File: src/shared/qbio_pkg.sv
package qbio_pkg;
    // ********************************
    // clock and tone timing
    // ********************************
    localparam int CLK_HZ       = 250_000_000;
    localparam int TONE_BASE_HZ = 2000;
    localparam int TONE_HALF    = CLK_HZ / (2 * TONE_BASE_HZ);
    localparam int TONE_CNT_W   = 17;
    // ********************************
    // register byte offsets
    // ********************************
    localparam logic [7:0] OFS_P0_DATA = 8'h00;
    localparam logic [7:0] OFS_P0_SET  = 8'h04;
    localparam logic [7:0] OFS_P0_CLR  = 8'h08;
    localparam logic [7:0] OFS_P1_DATA = 8'h10;
    localparam logic [7:0] OFS_P1_SET  = 8'h14;
    localparam logic [7:0] OFS_P1_CLR  = 8'h18;
    localparam logic [7:0] OFS_DIR     = 8'h20;
    localparam logic [7:0] OFS_ODRAIN  = 8'h24;
    localparam logic [7:0] OFS_PULL    = 8'h28;
    localparam logic [7:0] OFS_EDGE    = 8'h2C;
    localparam logic [7:0] OFS_ALT     = 8'h30;
    localparam logic [7:0] OFS_STAT    = 8'h34;
    localparam logic [7:0] OFS_MASK    = 8'h38;
    // ********************************
    // field positions
    // ********************************
    localparam int ALT_TMR   = 0;
    localparam int ALT_TONE  = 1;
    localparam int ALT_CLK   = 2;
    localparam int ALT_FSEL  = 4;
    localparam int ST_EXTA   = 4;
    localparam int ST_EXTB   = 5;
    localparam int ST_QUASI  = 6;
    localparam int ST_EXTC   = 7;
    localparam logic [7:0] IRQ_VEC_MASK = 8'hBF;
    // ********************************
    // reset values
    // ********************************
    localparam logic [3:0] RST_LATCH = 4'h0;
    localparam logic [7:0] RST_DIR   = 8'h00;
    localparam logic [7:0] RST_ODR   = 8'h00;
    localparam logic [7:0] RST_PULL  = 8'h00;
    localparam logic [7:0] RST_EDGE  = 8'h00;
    localparam logic [5:0] RST_ALT   = 6'h00;
    localparam logic [7:0] RST_MASK  = 8'h00;
endpackage

File: src/hdl/qbio_edge_det.sv
`timescale 1ns/1ns
module qbio_edge_det (
    input  wire logic clk,
    input  wire logic rst_b,
    input  wire logic pinIn,
    input  wire logic riseSel,
    output logic      level,
    output logic      edgeHit
);
    typedef struct packed {
        logic meta;
        logic sync;
        logic prev;
    } qbio_edge_s;

    qbio_edge_s st, nxt;

    // two flops, then a history flop for the edge compare
    always_comb begin
        nxt      = st;
        nxt.meta = pinIn;
        nxt.sync = st.meta;
        nxt.prev = st.sync;
    end

    always_ff @(posedge clk) begin
        if (!rst_b) begin
            st <= '0;
        end else begin
            st <= nxt;
        end
    end

    assign level   = st.prev;
    // only the second and third stages feed the compare
    assign edgeHit = riseSel ? (st.sync & ~st.prev) : (~st.sync & st.prev);
endmodule

File: src/hdl/qbio_top.sv
// Implementation choices: the register offsets and the AHB-Lite register port.
`timescale 1ns/1ns
module qbio_top #(
    parameter int TONE_HALF_BASE = qbio_pkg::TONE_HALF
) (
    input  wire logic        clk,
    input  wire logic        rst_b,
    input  wire logic        hsel,
    input  wire logic [31:0] haddr,
    input  wire logic [1:0]  htrans,
    input  wire logic        hwrite,
    input  wire logic [2:0]  hsize,
    input  wire logic [31:0] hwdata,
    input  wire logic        hready,
    output logic             hreadyout,
    output logic             hresp,
    output logic [31:0]      hrdata,
    input  wire logic        timer0Clk,
    input  wire logic        sysClk,
    input  wire logic [3:0]  firstQuadIn,
    output logic [3:0]       firstQuadOut,
    output logic [3:0]       firstQuadOe,
    output logic [3:0]       firstQuadPullEn,
    input  wire logic [3:0]  secondQuadIn,
    output logic [3:0]       secondQuadOut,
    output logic [3:0]       secondQuadOe,
    output logic [3:0]       secondQuadPullEn,
    output logic             irq
);
    import qbio_pkg::*;

    typedef struct packed {
        logic [3:0]            latch0;
        logic [3:0]            latch1;
        logic [7:0]            dir;
        logic [7:0]            odr;
        logic [7:0]            pull;
        logic [7:0]            edgeSel;
        logic [5:0]            alt;
        logic [7:0]            stat;
        logic [7:0]            mask;
        logic                  wrPend;
        logic [7:0]            wrAddr;
        logic [31:0]           rdata;
        logic [TONE_CNT_W-1:0] toneCnt;
        logic                  toneLvl;
        logic [7:0]            padOut;
        logic [7:0]            padOe;
        logic [7:0]            padPull;
        logic                  irq;
    } qbio_state_s;

    qbio_state_s st, nxt;

    logic [7:0]            pinLvl;
    logic [7:0]            evt;
    logic [7:0]            altMask;
    logic [7:0]            altVal;
    logic [7:0]            drv;
    logic [7:0]            val;
    logic                  take;
    logic [7:0]            aOfs;
    logic [TONE_CNT_W-1:0] toneHalf;
    logic                  toneOn;

    // ********************************
    // input synchronisers and edge detectors
    // ********************************
    // port 0 bits are key inputs; port 1 bits are ext a, ext b, quasi, ext c
    // edge bit 1 selects rising, 0 falling, one bit per pin
    genvar gi;
    for (gi = 0; gi < 8; gi++) begin : g_pin
        qbio_edge_det u_det (
            .clk     (clk),
            .rst_b   (rst_b),
            .pinIn   ((gi < 4) ? firstQuadIn[gi % 4] : secondQuadIn[gi % 4]),
            .riseSel (st.edgeSel[gi]),
            .level   (pinLvl[gi]),
            .edgeHit (evt[gi])
        );
    end

    // ********************************
    // alternate output functions
    // ********************************
    // tone wins over the system clock on pin 2; both cannot share it
    assign toneOn = st.alt[ALT_TONE];
    always_comb begin
        altMask = 8'h00;
        altVal  = 8'h00;
        if (st.alt[ALT_TMR]) begin
            altMask[1:0] = 2'h3;
            altVal[0]    = timer0Clk;
            altVal[1]    = ~timer0Clk;
        end
        if (toneOn) begin
            altMask[3:2] = 2'h3;
            altVal[3]    = st.toneLvl;
            altVal[2]    = ~st.toneLvl;
        end else if (st.alt[ALT_CLK]) begin
            altMask[2] = 1'b1;
            altVal[2]  = sysClk;
        end
    end

    // half period shrinks by powers of two: 2, 4, 8 or 16 kHz
    assign toneHalf = TONE_CNT_W'(TONE_HALF_BASE) >> st.alt[ALT_FSEL +: 2];

    // ********************************
    // bus decode
    // ********************************
    // only the low byte of the address is decoded; the rest aliases
    assign take = hsel & htrans[1] & hready;
    assign aOfs = {haddr[7:2], 2'b00};

    function automatic logic [31:0] rd_mux(input qbio_state_s s, input logic [7:0] a,
                                           input logic [7:0] lv);
        logic [31:0] r;
        r = 32'h0000_0000;
        unique case (a)
            OFS_P0_DATA: r[7:0] = {s.latch0, lv[3:0]};
            OFS_P1_DATA: r[7:0] = {s.latch1, lv[7:4]};
            OFS_DIR:     r[7:0] = s.dir;
            OFS_ODRAIN:  r[7:0] = s.odr;
            OFS_PULL:    r[7:0] = s.pull;
            OFS_EDGE:    r[7:0] = s.edgeSel;
            OFS_ALT:     r[5:0] = s.alt;
            OFS_STAT:    r[7:0] = s.stat;
            OFS_MASK:    r[7:0] = s.mask;
            default:     r      = 32'h0000_0000;
        endcase
        return r;
    endfunction

    // ********************************
    // next state
    // ********************************
    always_comb begin
        nxt = st;
        // address phase: remember writes, fetch read data now
        nxt.wrPend = take & hwrite;
        if (take) begin
            nxt.wrAddr = aOfs;
        end
        if (take && !hwrite) begin
            nxt.rdata = rd_mux(st, aOfs, pinLvl);
        end
        // data phase writes; whole-port or single-pin through set and clear
        if (st.wrPend) begin
            unique case (st.wrAddr)
                OFS_P0_DATA: nxt.latch0 = hwdata[3:0];
                OFS_P0_SET:  nxt.latch0 = st.latch0 | hwdata[3:0];
                OFS_P0_CLR:  nxt.latch0 = st.latch0 & ~hwdata[3:0];
                OFS_P1_DATA: nxt.latch1 = hwdata[3:0];
                OFS_P1_SET:  nxt.latch1 = st.latch1 | hwdata[3:0];
                OFS_P1_CLR:  nxt.latch1 = st.latch1 & ~hwdata[3:0];
                OFS_DIR:     nxt.dir = hwdata[7:0];
                OFS_ODRAIN:  nxt.odr = hwdata[7:0];
                OFS_PULL:    nxt.pull = hwdata[7:0];
                OFS_EDGE:    nxt.edgeSel = hwdata[7:0];
                OFS_ALT:     nxt.alt = hwdata[5:0];
                OFS_MASK:    nxt.mask = hwdata[7:0];
                default:     nxt.mask = st.mask;
            endcase
        end
        // read of status clears it, an edge in the same cycle survives
        nxt.stat = st.stat;
        if (take && !hwrite && aOfs == OFS_STAT) begin
            nxt.stat = 8'h00;
        end
        nxt.stat = nxt.stat | evt;
        // tone divider, held at rest while the function is off
        if (!toneOn) begin
            nxt.toneCnt = '0;
            nxt.toneLvl = 1'b0;
        end else if (st.toneCnt == '0) begin
            nxt.toneCnt = toneHalf - TONE_CNT_W'(1);
            nxt.toneLvl = ~st.toneLvl;
        end else begin
            nxt.toneCnt = st.toneCnt - TONE_CNT_W'(1);
        end
        // pad drive: alternate functions force the pin to output, open-drain still applies, and replace the latch
        drv = st.dir | altMask;
        val = (altMask & altVal) | (~altMask & {st.latch1, st.latch0});
        nxt.padOut  = val;
        nxt.padOe   = drv & (~st.odr | ~val);
        nxt.padPull = st.pull & ~drv;
        // quasi flag is kept out of the interrupt line
        nxt.irq = |(nxt.stat & nxt.mask & IRQ_VEC_MASK);
    end

    // ********************************
    // state register
    // ********************************
    always_ff @(posedge clk) begin
        if (!rst_b) begin
            st         <= '0;
            st.latch0  <= RST_LATCH;
            st.latch1  <= RST_LATCH;
            st.dir     <= RST_DIR;
            st.odr     <= RST_ODR;
            st.pull    <= RST_PULL;
            st.edgeSel <= RST_EDGE;
            st.alt     <= RST_ALT;
            st.mask    <= RST_MASK;
        end else begin
            st <= nxt;
        end
    end

    // ********************************
    // outputs
    // ********************************
    // zero wait states: the read mux is taken in the address phase
    assign hreadyout        = 1'b1;
    assign hresp            = 1'b0;
    assign hrdata           = st.rdata;
    assign firstQuadOut     = st.padOut[3:0];
    assign firstQuadOe      = st.padOe[3:0];
    assign firstQuadPullEn  = st.padPull[3:0];
    assign secondQuadOut    = st.padOut[7:4];
    assign secondQuadOe     = st.padOe[7:4];
    assign secondQuadPullEn = st.padPull[7:4];
    assign irq              = st.irq;

    logic       pastAltTmr;
    logic       pastTone;
    logic       pastClkAlt;
    logic [7:0] pastLvl;
    logic [7:0] pastEdge;
    logic [7:0] keyHit;

    // registered history, because a sampled-value call cannot feed a net
    always_ff @(posedge clk) begin
        pastAltTmr <= st.alt[ALT_TMR];
        pastTone   <= toneOn;
        pastClkAlt <= st.alt[ALT_CLK] & ~toneOn;
        pastLvl    <= pinLvl;
        pastEdge   <= st.edgeSel;
    end

    // a level step of the selected polarity, seen at the history flop
    assign keyHit = (pinLvl ^ pastLvl) & ~(pastEdge ^ pinLvl);
endmodule

File: config.mk
export PLATFORM = sky130hd
export DESIGN_NAME = qbio_top
export DESIGN_NICKNAME = d
export VERILOG_FILES = /design/src/shared/qbio_pkg.sv /design/src/hdl/qbio_edge_det.sv /design/src/hdl/qbio_top.sv
export SDC_FILE = /design/constraint.sdc
export NUM_CORES = 1
export LEC_CHECK = 0
export BUFFER_PORTS_ARGS = -buffer_cell sky130_fd_sc_hd__buf_2
export CAP_MARGIN = 20
export CORE_MARGIN = 2
export CORE_UTILIZATION = 45
export CTS_BUF_LIST = sky130_fd_sc_hd__clkbuf_2 sky130_fd_sc_hd__clkbuf_4 sky130_fd_sc_hd__clkbuf_8
export DETAILED_ROUTE_END_ITERATION = 8
export PLACE_DENSITY = 0.73
export SYNTH_ARGS = -nofsm -noshare
export SYNTH_HDL_FRONTEND = slang
export SYNTH_SLANG_ARGS = --single-unit
File: constraint.sdc
create_clock -name clk -period 3.5 [get_ports clk]
set_input_delay 0.7 -clock clk [delete_from_list [all_inputs] [get_ports clk]]
set_output_delay 0.7 -clock clk [all_outputs]
set_load 0.1 [all_outputs]
---- After elaboration in Yosys (flattened, before gate mapping) ----
Cells that the tools add are included.
W data, S select, Z words.
storage, ports and cells
  bits in registers ....................... 144
  word-level logic and storage cells ...... 160
operators by class
  $add $sub $neg .......................... 2
  eq/ne operators ......................... 19
  shifts and indexed selects .............. 1
  muxes and demuxes ....................... 24
  bitwise logic cells ..................... 55
  reductions and logical operators ........ 17
operators by type and width
  cell                     number
  $eq A6 B4 Y1 const B     13
  $pmux W6 S9              1
  $sub A17 B1 Y17 const B  2
  $and A8 B8 Y8            4
  $eq A6 B3 Y1 const B     4
  $mux W8                  3
  $not A8 Y8               3
  $pmux W4 S3              2
  $and A1 B1 Y1            19
  $not A1 Y1               18
  $logic_not A17 Y1        1
  $mux W17                 1
  $shr A16 B2 Y17 const A  1
  $logic_not A8 Y1         2
  $or A8 B8 Y8             2
  $pmux W2 S8              1
  $reduce_and A2 Y1        8
  $mux W1                  14
  $and A4 B4 Y4            3
  $not A4 Y8               1
  $or A4 B4 Y4             2
  $or A4 B8 Y8             1
  $or A8 B4 Y8             1
  $reduce_or A7 Y1         1
  7 further kinds          10

---- Longest topological paths before layout ----
Gate-level depths: netlist of the first run.
  depth after elaboration ................. 8
  gate-level depth with buffers ........... 11
  mapped depth without buffers ............ 10

---- Cells and area by module ----
A second synthesis of the first run with hierarchy kept.
unflattened totals
  cells, all modules ...................... 732
  area total of the unflattened synthesis .. 6797.8 µm²
modules (own cells, without submodules)
  module         instances  cells an instance  area each (µm²)
  qbio_top       1          660                5977.0
  qbio_edge_det  8          9                  102.6

---- Worst setup path before layout of the first run ----
OpenSTA, ideal clock, no wires.
  kind .................................... register to register
  from .................................... reg st[29] in the netlist's numbering
  to ...................................... reg st[40] in the netlist's numbering
  library setup time ...................... 0.134 ns
  data arrival time ....................... 2.583 ns
  path slack .............................. 0.783 ns
  stages on the path, launching flop included .. 12
  path buffers ............................ 1
  clock period less this slack ............ 2.717 ns
  cells stage by stage .................... dfxtp_1 -> or4_4 -> or4b_4 -> buf_6 -> nor2_8 -> a21oi_1 -> ha_1 -> nand2b_1 -> or3_1 -> a2111oi_2 -> a211oi_1 -> a211oi_1
between the ends
  word-level cells in the longest chain between the ends .. 2
  elaborated cells on any way between the ends .. 3
  classes of those cells .................. 1 x add/sub; 1 x mux; 1 x reduce/logical
ends and longest elaborated chain
  element                                                      line                              RTL
  start, declared                                              qbio_top.sv:53                    qbio_state_s st, nxt;
  start signal, assigned                                       qbio_top.sv:207                   st <= nxt;
  $sub A17 B1 Y17 / $logic_not A17 Y1 (equally long branches)  qbio_top.sv:180, qbio_top.sv:176
  $mux W17 (*)                                                 qbio_top.sv:176                   end else if (st.toneCnt == '0) begin
Every way passes the cells marked *; elsewhere a longest branch is shown, timed or not.
A chain may end at the register's enable or synchronous reset.

---- Final worst setup path of the first run ----
Ends and elaborated chain as after synthesis.

==> results.md, run 1 <==
- Fmax: 335 MHz
- Final ANT Viol Nets: 0
- Fin nets: just over 800
- Setup violations, final: 0
- Drt first pass iters: 5
- Hpwl dp: ~11 mm
- Die Area: 15500 um^2
- Max-cap violation count: 0
- Antenna Cells: 0
- CP peak stage delay: 0.67 ns
- Critical path startpoint category: flop
- First-pass GRT wire length: 24.6 mm
- Vias in the first global route: 4586
- Critical path class: flop to flop
- Post-layout min period: 2.98 ns
- Clock skew: 0.00899 ns
- Setup tns final: 0 ns
- Critical path required time: around 3.8 ns
- Warning count from the yosys run: 0
- Mapped Avg Cell Area: 9.20 um^2
- Top fanout value on the critical path: 8
- Cts repair resizes: 0
- Post-synth EDFFs: 0
- Port buffer count: between 60 and 70
- CP max-delay cell: or4b_4
- GRT Resource Usage Total: 20.1%
- Worst-margin pin slew: just over 0.8 ns
- Vias/cell: 5.49
- Remaining DRCs: 0
- Hold_buf cts: 0
- Die Y-Extent: 124 um
- Sequential area share after synthesis: 44.3%
- Fin crit share: 85.2%
- CTS max path bufs: 2
- Synthesized flop and latch total: 144
- Worst-path clk slew: 0.08 ns
- Share of cells above drive strength 1: 17.5%
- Outcome: finished, final reports clean
- Hold_ws: 0.434 ns
- Clock latency on the worst-skew pair: 0.45 ns
- Leak pwr: between 2 and 3 nW
- Cell Rows: 43
- WL final: 15.6 mm
- Hold crit path type: flop to flop
- Number of CTS-inserted buffers: 17
- Worst vdd ir: 0.000239 V
- Antenna violations before repair: 0
- Root Buffer: clkbuf_8
- RSZ-0062 raised after global routing: false
- Initial Utilization: 46.6%
- Via count: 5066
- Power density over the cells: 474 nW/um^2
- Share of the synthesized area in the top cell type: approximately 44%
- Post-synthesis cell type count: 75
- Setup bufs post-CTS: 0
- Grt total ovfl: 0
- Dominant cells by area after synthesis: dfxtp_1 44%, mux2i_1 7.7%, buf_4 6.7%
- CTS sink cnt: between 100 and 150
- Num ports: about 140
- H-tree depth: 4
- Fillcell total: 1326
- Initial DRC Count: between 400 and 500
- CP dominant cell by count: a211oi_1
- Syn Inst Count: a little over 700
- Ys flop type: dfxtp_1
- Leading area contributor after synthesis: dfxtp_1
- Area Growth Syn to Fin: 8.43%
- CTS tree: yes
- Ys async rst share: 0%
- Crit. End Element: flop
- Mapped Area: ~6500 um^2
- Core region area: between 10000 and 15000 um^2
- Routed length per placed instance: 16.9 um
- Die width: 124 um
- Routability cong.: approximately 0.9
- Final Max Tran Viols: 0
- Largest net degree at the start of global routing: 39
- Crit path DAT: between 3 and 4 ns
- Critical-path cell list: or4_4 > or4b_4 > nor2_8 > a21oi_1 > ha_1 > nand2b_1 > or3_1 > a2111oi_2 > a211oi_1 > a211oi_1
- Slew HR: 46.0%
- Hold Vio Cnt, Final: 0
[sequential cells by signal (all words and copies together), names as in the netlist, named ones only]
| signal | cells |
|---|---|
| irq | 1 |
| firstQuadPullEn | 4 |
| firstQuadOe | 4 |
| secondQuadPullEn | 4 |
| firstQuadOut | 4 |
| g_pin.u_det.level | 8 |
| st | 86 |
| g_pin.u_det.nxt | 16 |
| hrdata | 8 |
| secondQuadOut | 4 |
| secondQuadOe | 4 |
[per-layer routing]
layer	GRT usage [%]	vias to the layer above	share of wire [%]	wire [um]
met5	0	-	0	0
met4	7.14	0	1.9	295
met3	5.50	27	7.7	1200
met2	30.8	206	45	7050
met1	27.2	2374	45	7000
li1	-	2459	-	-
[cell usage in the layout (no fill, tap or decap), drive strengths merged, types with 5 or more instances in the layout]
cell	count
xor2	6
and2	37
ha	5
conb	26
nor2	82
a21oi	42
a22oi	9
a31oi	9
nor4	5
nor3b	7
o21ai	30
mux2i	50
dfxtp	144
nand3	9
a221oi	5
clkinv	5
nand2	49
clkbuf	20
nor4b	6
buf	72
inv	9
a22o	9
a211oi	5
nor3	13
nand2b	12
[final cells by class]
type,count,area [um^2],share of cell area [%]
flip-flops and latches,144,2880,40.8
clock buffers,20,269,3.81
clock inverters,11,161,2.29
multi-input cells,487,3110,44.0
well taps,180,225,3.19
inverters,8,30.0,0.425
repair buffers,72,385,5.46
[worst max-delay path: cells and delay by family, from the launching register on]
family	cells	cell delay, ns
AO/OA/AOI/OAI	4	0.48
adder cells (fa/ha/maj)	1	0.26
flip-flops	1	0.34
AND/OR/NAND/NOR	5	1.75
[stage by stage]
step / power (W) / cells / utilization, % / area [um^2] / worst slack (ns)
finish: 0.00334 / 922 / 50.5 / 7060 / 0.518
global route: 0.00346 / 922 / 50.5 / 7060 / 0.310
CTS: 0.00337 / 922 / 50.5 / 7060 / 0.505
detailed placement: 0.00195 / 891 / 47.4 / 6630 / 0.516
global placement: 0.00195 / 891 / 47.4 / 6630 / 0.567
floorplan: 0.00192 / 732 / - / 6600 / 0.783
[worst paths after layout]
path,start,to,slack [ns],cells after the start
setup / recovery,st[29]$_SDFF_PN0_,st[40]$_SDFF_PN0_,0.52,10
setup reg to reg,st[29]$_SDFF_PN0_,st[40]$_SDFF_PN0_,0.52,10
hold reg to reg,g_pin[3].u_det.nxt[1]$_SDFF_PN0_,g_pin[3].u_det.nxt[0]$_SDFF_PN0_,0.43,1
hold / removal,g_pin[3].u_det.nxt[1]$_SDFF_PN0_,g_pin[3].u_det.nxt[0]$_SDFF_PN0_,0.43,1
[synthesized netlist by cell type (all sizes together), types with 7 or more instances]
| library cell | instances |
|---|---|
| and2 | 37 |
| a22o | 9 |
| dfxtp | 144 |
| inv | 8 |
| nor3b | 7 |
| mux2i | 50 |
| clkbuf | 29 |
| o21ai | 30 |
| a31oi | 9 |
| a22oi | 9 |
| nand2 | 49 |
| nor2 | 82 |
| nand3 | 9 |
| nand2b | 12 |
| a21oi | 42 |
| buf | 64 |
| nor3 | 13 |
[where the power goes]
part	switching, W	internal, W
logic	0.000206	0.0000399
clock network	0.000617	0.000814
registers	0.0000120	0.00166
[logic make-up after synthesis]
| group | synth area share [%] |
|---|---|
| flip-flops | 44.3 |
| XOR/XNOR | 1.21 |
| other | 0.115 |
| AO/OA/AOI/OAI | 14.9 |
| multiplexers | 8.55 |
| AND/OR/NAND/NOR | 20.6 |
| buffers and inverters | 9.39 |
| adder cells (fa/ha/maj) | 0.961 |
(Power assumes the default switching activity.)
==> run 2, diff against run 1 <==
--- a/config.mk
+++ b/config.mk
@@ -14,4 +14,5 @@
 export PLACE_DENSITY = 0.73
 export SYNTH_ARGS = -nofsm -noshare
 export SYNTH_HDL_FRONTEND = slang
+export SYNTH_HIERARCHICAL = 1
 export SYNTH_SLANG_ARGS = --single-unit
==> run 2 against run 1 <==
First-iteration DRC count rose by 3.7%. Clock-buffer cell count increased by 3. Critical path type unchanged. Worst setup slack better by 0.099 ns. Sequential cell count did not move. Final cell count up 2.7%. Via count increased by 0.49%. Routed wire length is essentially flat. Maximum frequency up 3.4%. Register-to-register slack better by 0.099 ns. Critical path depth fell by 1.
==> results.md, run 2 <==
- Worst vdd ir: 0.000279 V
- Register bank with the most flops: st
- Fmax: 347 MHz
- Critical path class: flop to flop
- Sequential area share after synthesis: 42.4%
- Antenna violations before repair: 0
- Share of the synthesized area in the top cell type: 42.4%
- Max FFs per register: 86
- Routability cong.: about 0.85
- R2R cell count: 9
- Delay-heaviest family, CP: simple AND/OR/NAND/NOR gates
- Hold path cells: 2
- Antenna Cells: 0
- Cell Rows: 44
- Crit. Startpoint: st[40]$_SDFF_PN0_
- Setup slack after layout: just over 0.6 ns
- Ys async rst share: 0%
- CP peak stage delay: approximately 0.46 ns
- Die Area: 16100 um^2
- Cts repair resizes: 0
- Fin crit share: 82.4%
- Remaining DRCs: 0
- Die Y-Extent: 127 um
- Mapped Avg Cell Area: a little over 9 um^2
- Worst-path clk slew: around 0.08 ns
- Initial Utilization: 46.4%
- Core Util, Final: 50.2%
- Top fanout value on the critical path: 10
- CP dominant cell by count: and3_1
- Setup bufs post-CTS: 0
- CTS max path bufs: 2
- Port buffer count: 62
- Fin nets: 839
- Setup violations, final: 0
- Setup tns final: 0 ns
- Largest net degree at the start of global routing: 48
- R2r endpoint: st[40]$_SDFF_PN0_
- Power density over the cells: around 470 nW/um^2
- Hold_buf cts: 0
- Critical path required time: 3.86 ns
- Worst-margin pin slew: 0.726 ns
- First-pass GRT wire length: 25.3 mm
- CTS tree: yes
- Mapped Area: 6800 um^2
- Post-synthesis cell type count: 73
- Share of cells above drive strength 1: 18.1%
- Min-delay src: secondQuadIn[2]
- RSZ-0062 raised after global routing: false
- Reg-to-reg startpoint: st[40]$_SDFF_PN0_
- Leading area contributor after synthesis: dfxtp_1
- Vias in the first global route: 4733
- Post-layout min period: 2.88 ns
- Max-cap violation count: 0
- Final Power: ~0.0034 W
- Synthesized flop and latch total: approximately 140
- Die width: 127 um
- Number of CTS-inserted buffers: 17
- Leak pwr: just under 3 nW
- H-tree depth: 4
- Critical path startpoint category: flop
- Clock latency on the worst-skew pair: 0.46 ns
- Count leader, synth: dfxtp_1
- CP bufs+invs: 0
- Initial DRC Count: 506
- Via count: 5091
- Core region area: 14600 um^2
- Met2 Usage GRT: ~30%
- Routed length per placed instance: around 16 um
- Clock skew: 0.0103 ns
- Crit path DAT: 3.24 ns
- Hpwl dp: about 11 mm
- Num ports: between 100 and 150
- Routing usage on met3: 5.90%
- Fillcell total: 1352
- M1 GR Usage: 26.9%
- Hold_ws: 0.434 ns
- Area Growth Syn to Fin: 8.08%
- Final ANT Viol Nets: 0
- Slew HR: 51.5%
- Hold Vio Cnt, Final: 0
- Dpl ws: 0.651 ns
- Commonest non-fill, non-tap cell in the layout: dfxtp_1
- Outcome: finished, final reports clean
- Dominant cells by area after synthesis: dfxtp_1 42%, mux2i_1 6.6%, buf_4 6.5%
- Hold crit path type: input port to flop
- Warning count from the yosys run: 6
- Commonest non-fill, non-tap cells in the layout: 144 x dfxtp_1, 63 x nand2_1, 62 x buf_2, 57 x nor2b_1, 45 x mux2i_1
- Post-synth EDFFs: 0
- GRT Resource Usage Total: 20.0%
- Grt total ovfl: 0
- Drt first pass iters: 8
- CP max-delay cell: and3_1
- Synth top cells by count: 144 x dfxtp_1, 63 x nand2_1, 59 x buf_4
- Syn Inst Count: 732
- WL final: 15.6 mm
- Root Buffer: clkbuf_8
- Final Max Tran Viols: 0
- Critical-path cell list: nor3_1 > and3_1 > and3_1 > nor2_1 > ha_1 > nor3b_1 > o311a_1 > a221o_1 > and3b_1
- Vias/cell: 5.38
- Hold Path Sink: g_pin[6].u_det/nxt[1]$_SDFF_PN0_
- GRT busiest layer: met2
- Ys flop type: dfxtp_1
- CTS sink cnt: 144
- Crit. End Element: flop
- Reg2reg setup slack: ~0.6 ns
run 2: changes by cell type after synthesis, moves of 14 or more:
cell / change
a21boi_0: +16
a21oi_1: -16
and3_1: +16
o21ai_0: -15
nor2_1: -52
nor2b_1: +53
nand2_1: +14
nand3_1: +28
run 2: worst max-delay path by stage:
stage / to / slack, ns / depth (start not counted)
2_1_floorplan: st[40]$_SDFF_PN0_ / 0.94 / 10
3_3_place_gp: st[40]$_SDFF_PN0_ / 0.70 / 9
3_5_place_dp: st[40]$_SDFF_PN0_ / 0.65 / 9
4_1_cts: st[40]$_SDFF_PN0_ / 0.64 / 9
5_1_grt: st[40]$_SDFF_PN0_ / 0.44 / 9
6_report: st[40]$_SDFF_PN0_ / 0.62 / 9
run 2: cell type report:
cell class	count	area, um^2	area share (%)
Multi-Input combinational cell	511	3370	45.9
Clock inverter	9	153	2.08
Inverter	4	15.0	0.204
Clock buffer	23	310	4.22
Sequential cell	144	2880	39.2
Timing Repair Buffer	72	385	5.25
Tap cell	184	230	3.13
run 2: cell families after synthesis:
group                      after synthesis  synth area share (%)
xor gates and xnor gates                 4                 0.515
adders and majority gates                5                 0.920
DFF                                    144                  42.4
other                                    2                 0.110
buffers and inverters                  101                  9.33
and+or+nand+nor                        304                  25.9
muxes                                   45                  6.63
AOI/OAI and AO/OA                      127                  14.2
run 2: where the power goes:
part / switching (W) / internal, W / leakage [nW]
Combinational: 0.000193 / 0.0000500 / 1.52
Clock: 0.000630 / 0.000877 / 0.228
Sequential: 0.0000115 / 0.00165 / 1.16
Total: 0.000834 / 0.00258 / 2.91
run 2: routing by layer:
metal  vias to the layer above  share of wire (%)
li1                       2537                  -
met1                      2349                 46
met2                       182                 45
met3                        23                7.8
met4                         0                1.2
met5                         -                  0
run 2: per-stage QoR:
step | std cells | instance area [um^2]
finish | 947 | 7350
global route | 947 | 7350
CTS | 947 | 7350
detailed placement | 915 | 6880
global placement | 915 | 6880
floorplan | 756 | 6890
==> run 3, diff against run 2 <==
==> constraint.sdc (replaced) <==
create_clock -name clk -period 2.7 [get_ports clk]
set_input_delay 0.54 -clock clk [delete_from_list [all_inputs] [get_ports clk]]
set_output_delay 0.54 -clock clk [all_outputs]
set_load 0.1 [all_outputs]
==> run 3 against run 2 <==
Utilization grew 1.4 points. Clock power rose by 43%. Cell area rose by 2.8%. Global-route usage shrank 0.10 points. Via count rose by 3.1%. Total power increased by 36%. Maximum frequency grew 19%. Final cell count is 2.0% higher. Sequential share of layout area shrank 1.1 points. Routed wire length rose by 0.98%. Critical endpoint unchanged. Highest routed layer unchanged.
==> results.md, run 3 (synthesis results as in run 2) <==
- Initial DRC Count: 471
- Worst vdd ir: 0.000325 V
- Vias in the first global route: 4798
- Antenna Cells: 0
- Post-layout min period: 2.42 ns
- Finished Cell Area: 7560 um^2
- DP Area: between 7000 and 8000 um^2
- Outcome: finished, final reports clean
- Commonest non-fill, non-tap cell in the layout: dfxtp_1
- Fin nets: roughly 860
- Worst setup path endpoint: st[40]$_SDFF_PN0_
- R2r endpoint: st[40]$_SDFF_PN0_
- Power Internal: 0.00354 W
- Critical path required time: 3.04 ns
- RSZ-0062 raised after global routing: false
- Commonest non-fill, non-tap cells in the layout: 144 x dfxtp_1, 63 x nand2_1, 62 x buf_2, 57 x nor2b_1, 45 x mux2i_1
- Reg power frac: 46.6%
- Crit path DAT: 2.76 ns
- Hold Vio Cnt, Final: 0
- Cell Rows: 44
- Clock skew: 0.00982 ns
- Root Buffer: clkbuf_8
- Setup tns final: 0 ns
- Drt first pass iters: 6
- Critical path startpoint category: flop
- Number of CTS-inserted buffers: 17
- Clock latency on the worst-skew pair: about 0.45 ns
- Hold crit path type: input port to flop
- Critical path class: flop to flop
- Crit. End Element: flop
- Fmax: 413 MHz
- Sw power: 0.00110 W
- Final Max Tran Viols: 0
- Via count: 5251
- Power density over the cells: 613 nW/um^2
- Final ANT Viol Nets: 0
- Setup violations, final: 0
- Slew HR: approximately half
- Max-cap violation count: 0
- Register bank with the most flops: st
- Sw Ratio: about a quarter
- R2R cell count: 10
- H-tree depth: 4
- CTS max path bufs: 2
- Top fanout value on the critical path: 8
- Die Area: 16100 um^2
- Initial Utilization: 46.4%
- Antenna violations before repair: 0
- Die Y-Extent: about 130 um
- Placed insts: 934
- Clock power frac: a little under half
- WL final: 15.7 mm
- Largest net degree at the start of global routing: 46
- Die width: 127 um
- Final Power: 0.00463 W
- Max FFs per register: 86
- Hpwl dp: 11.3 mm
- Hold_buf cts: 0
- Reg2reg setup slack: 0.28 ns
- Remaining DRCs: 0
- Share of cells above drive strength 1: just over 20%
- Logic pwr share: 6.9%
- Crit. Startpoint: st[30]$_SDFF_PN0_
- Setup slack after layout: approximately 0.28 ns
- CTS tree: yes
- Routed length per placed instance: 16.3 um
- Finished Layout Cells: about 970
- Area Growth Syn to Fin: 11.2%
- Grt total ovfl: 0
- Worst-path clk slew: 0.08 ns
- Routability cong.: 0.884
- Num ports: approximately 140
- Port buffer count: 62
- Reg-to-reg startpoint: st[30]$_SDFF_PN0_
- GRT Resource Usage Total: 19.9%
- Dpl ws: 0.228 ns
- First-pass GRT wire length: 25.2 mm
- Leak pwr: just over 3 nW
- CTS sink cnt: 144
- Worst-margin pin slew: 0.750 ns
- Core region area: 14600 um^2
- Vias/cell: around 5.4
- Fin crit share: 89.6%
[run 3: metrics by stage]
step	hold slack (ns)	util, %
after global routing	0.267	51.6
after CTS	0.262	51.6
after detailed placement	0.418	48.1
final	0.287	51.6
after floorplan	0.412	-
after global placement	0.414	48.1
[run 3: how the worst min path moves through the flow]
stage	start	to	slack (ns)	cells after the start
2_1_floorplan	g_pin[0].u_det/nxt[1]$_SDFF_PN0_	g_pin[0].u_det/nxt[0]$_SDFF_PN0_	0.41	1
3_3_place_gp	g_pin[6].u_det/nxt[1]$_SDFF_PN0_	g_pin[6].u_det/nxt[0]$_SDFF_PN0_	0.41	1
3_5_place_dp	g_pin[4].u_det/nxt[1]$_SDFF_PN0_	g_pin[4].u_det/nxt[0]$_SDFF_PN0_	0.42	1
4_1_cts	firstQuadIn[0]	g_pin[0].u_det/nxt[1]$_SDFF_PN0_	0.26	2
5_1_grt	secondQuadIn[1]	g_pin[5].u_det/nxt[1]$_SDFF_PN0_	0.27	2
6_report	secondQuadIn[2]	g_pin[6].u_det/nxt[1]$_SDFF_PN0_	0.29	2
[run 3: final cells by class]
class                           instances  area [um^2]
Clock buffer                           19          255
Fill cell                            1370         7090
Sequential cell                       144         2880
Timing Repair Buffer                   91          541
Multi-Input combinational cell        511         3380
Inverter                                4         15.0
Clock inverter                         13          256
Tap cell                              184          230
[run 3: repair_timing]
item	in CTS	in global routing
resized for setup	0	1
buffers inserted	0	0
endpoints found under the setup margin	0	3
[run 3: routing by layer]
metal | wire length (um) | GRT usage (%) | vias up
met3 | 1120 | 5.06 | 24
met4 | 257 | 7.76 | 0
met5 | 0 | 0 | -
li1 | - | - | 2579
met2 | 7270 | 31.1 | 170
met1 | 7060 | 26.4 | 2478
[run 3: power groups by stage]
stage / logic, W / clock network [W] / registers, W
after global routing: 0.000335 / 0.00229 / 0.00216
after detailed placement: 0.000317 / 0 / 0.00221
final: 0.000318 / 0.00216 / 0.00216
after CTS: 0.000317 / 0.00220 / 0.00216
after global placement: 0.000316 / 0 / 0.00221
after floorplan: 0.000289 / 0 / 0.00220
[run 3: critical path: stages (launching register included)]
cell and delay [ns]:
dfxtp_1 0.35, nor4_1 0.29, buf_4 0.18, and2_1 0.13
and3_1 0.19, nor2_1 0.05, ha_1 0.23, nor3b_2 0.18
o311a_1 0.24, a221o_1 0.32, and3b_1 0.16
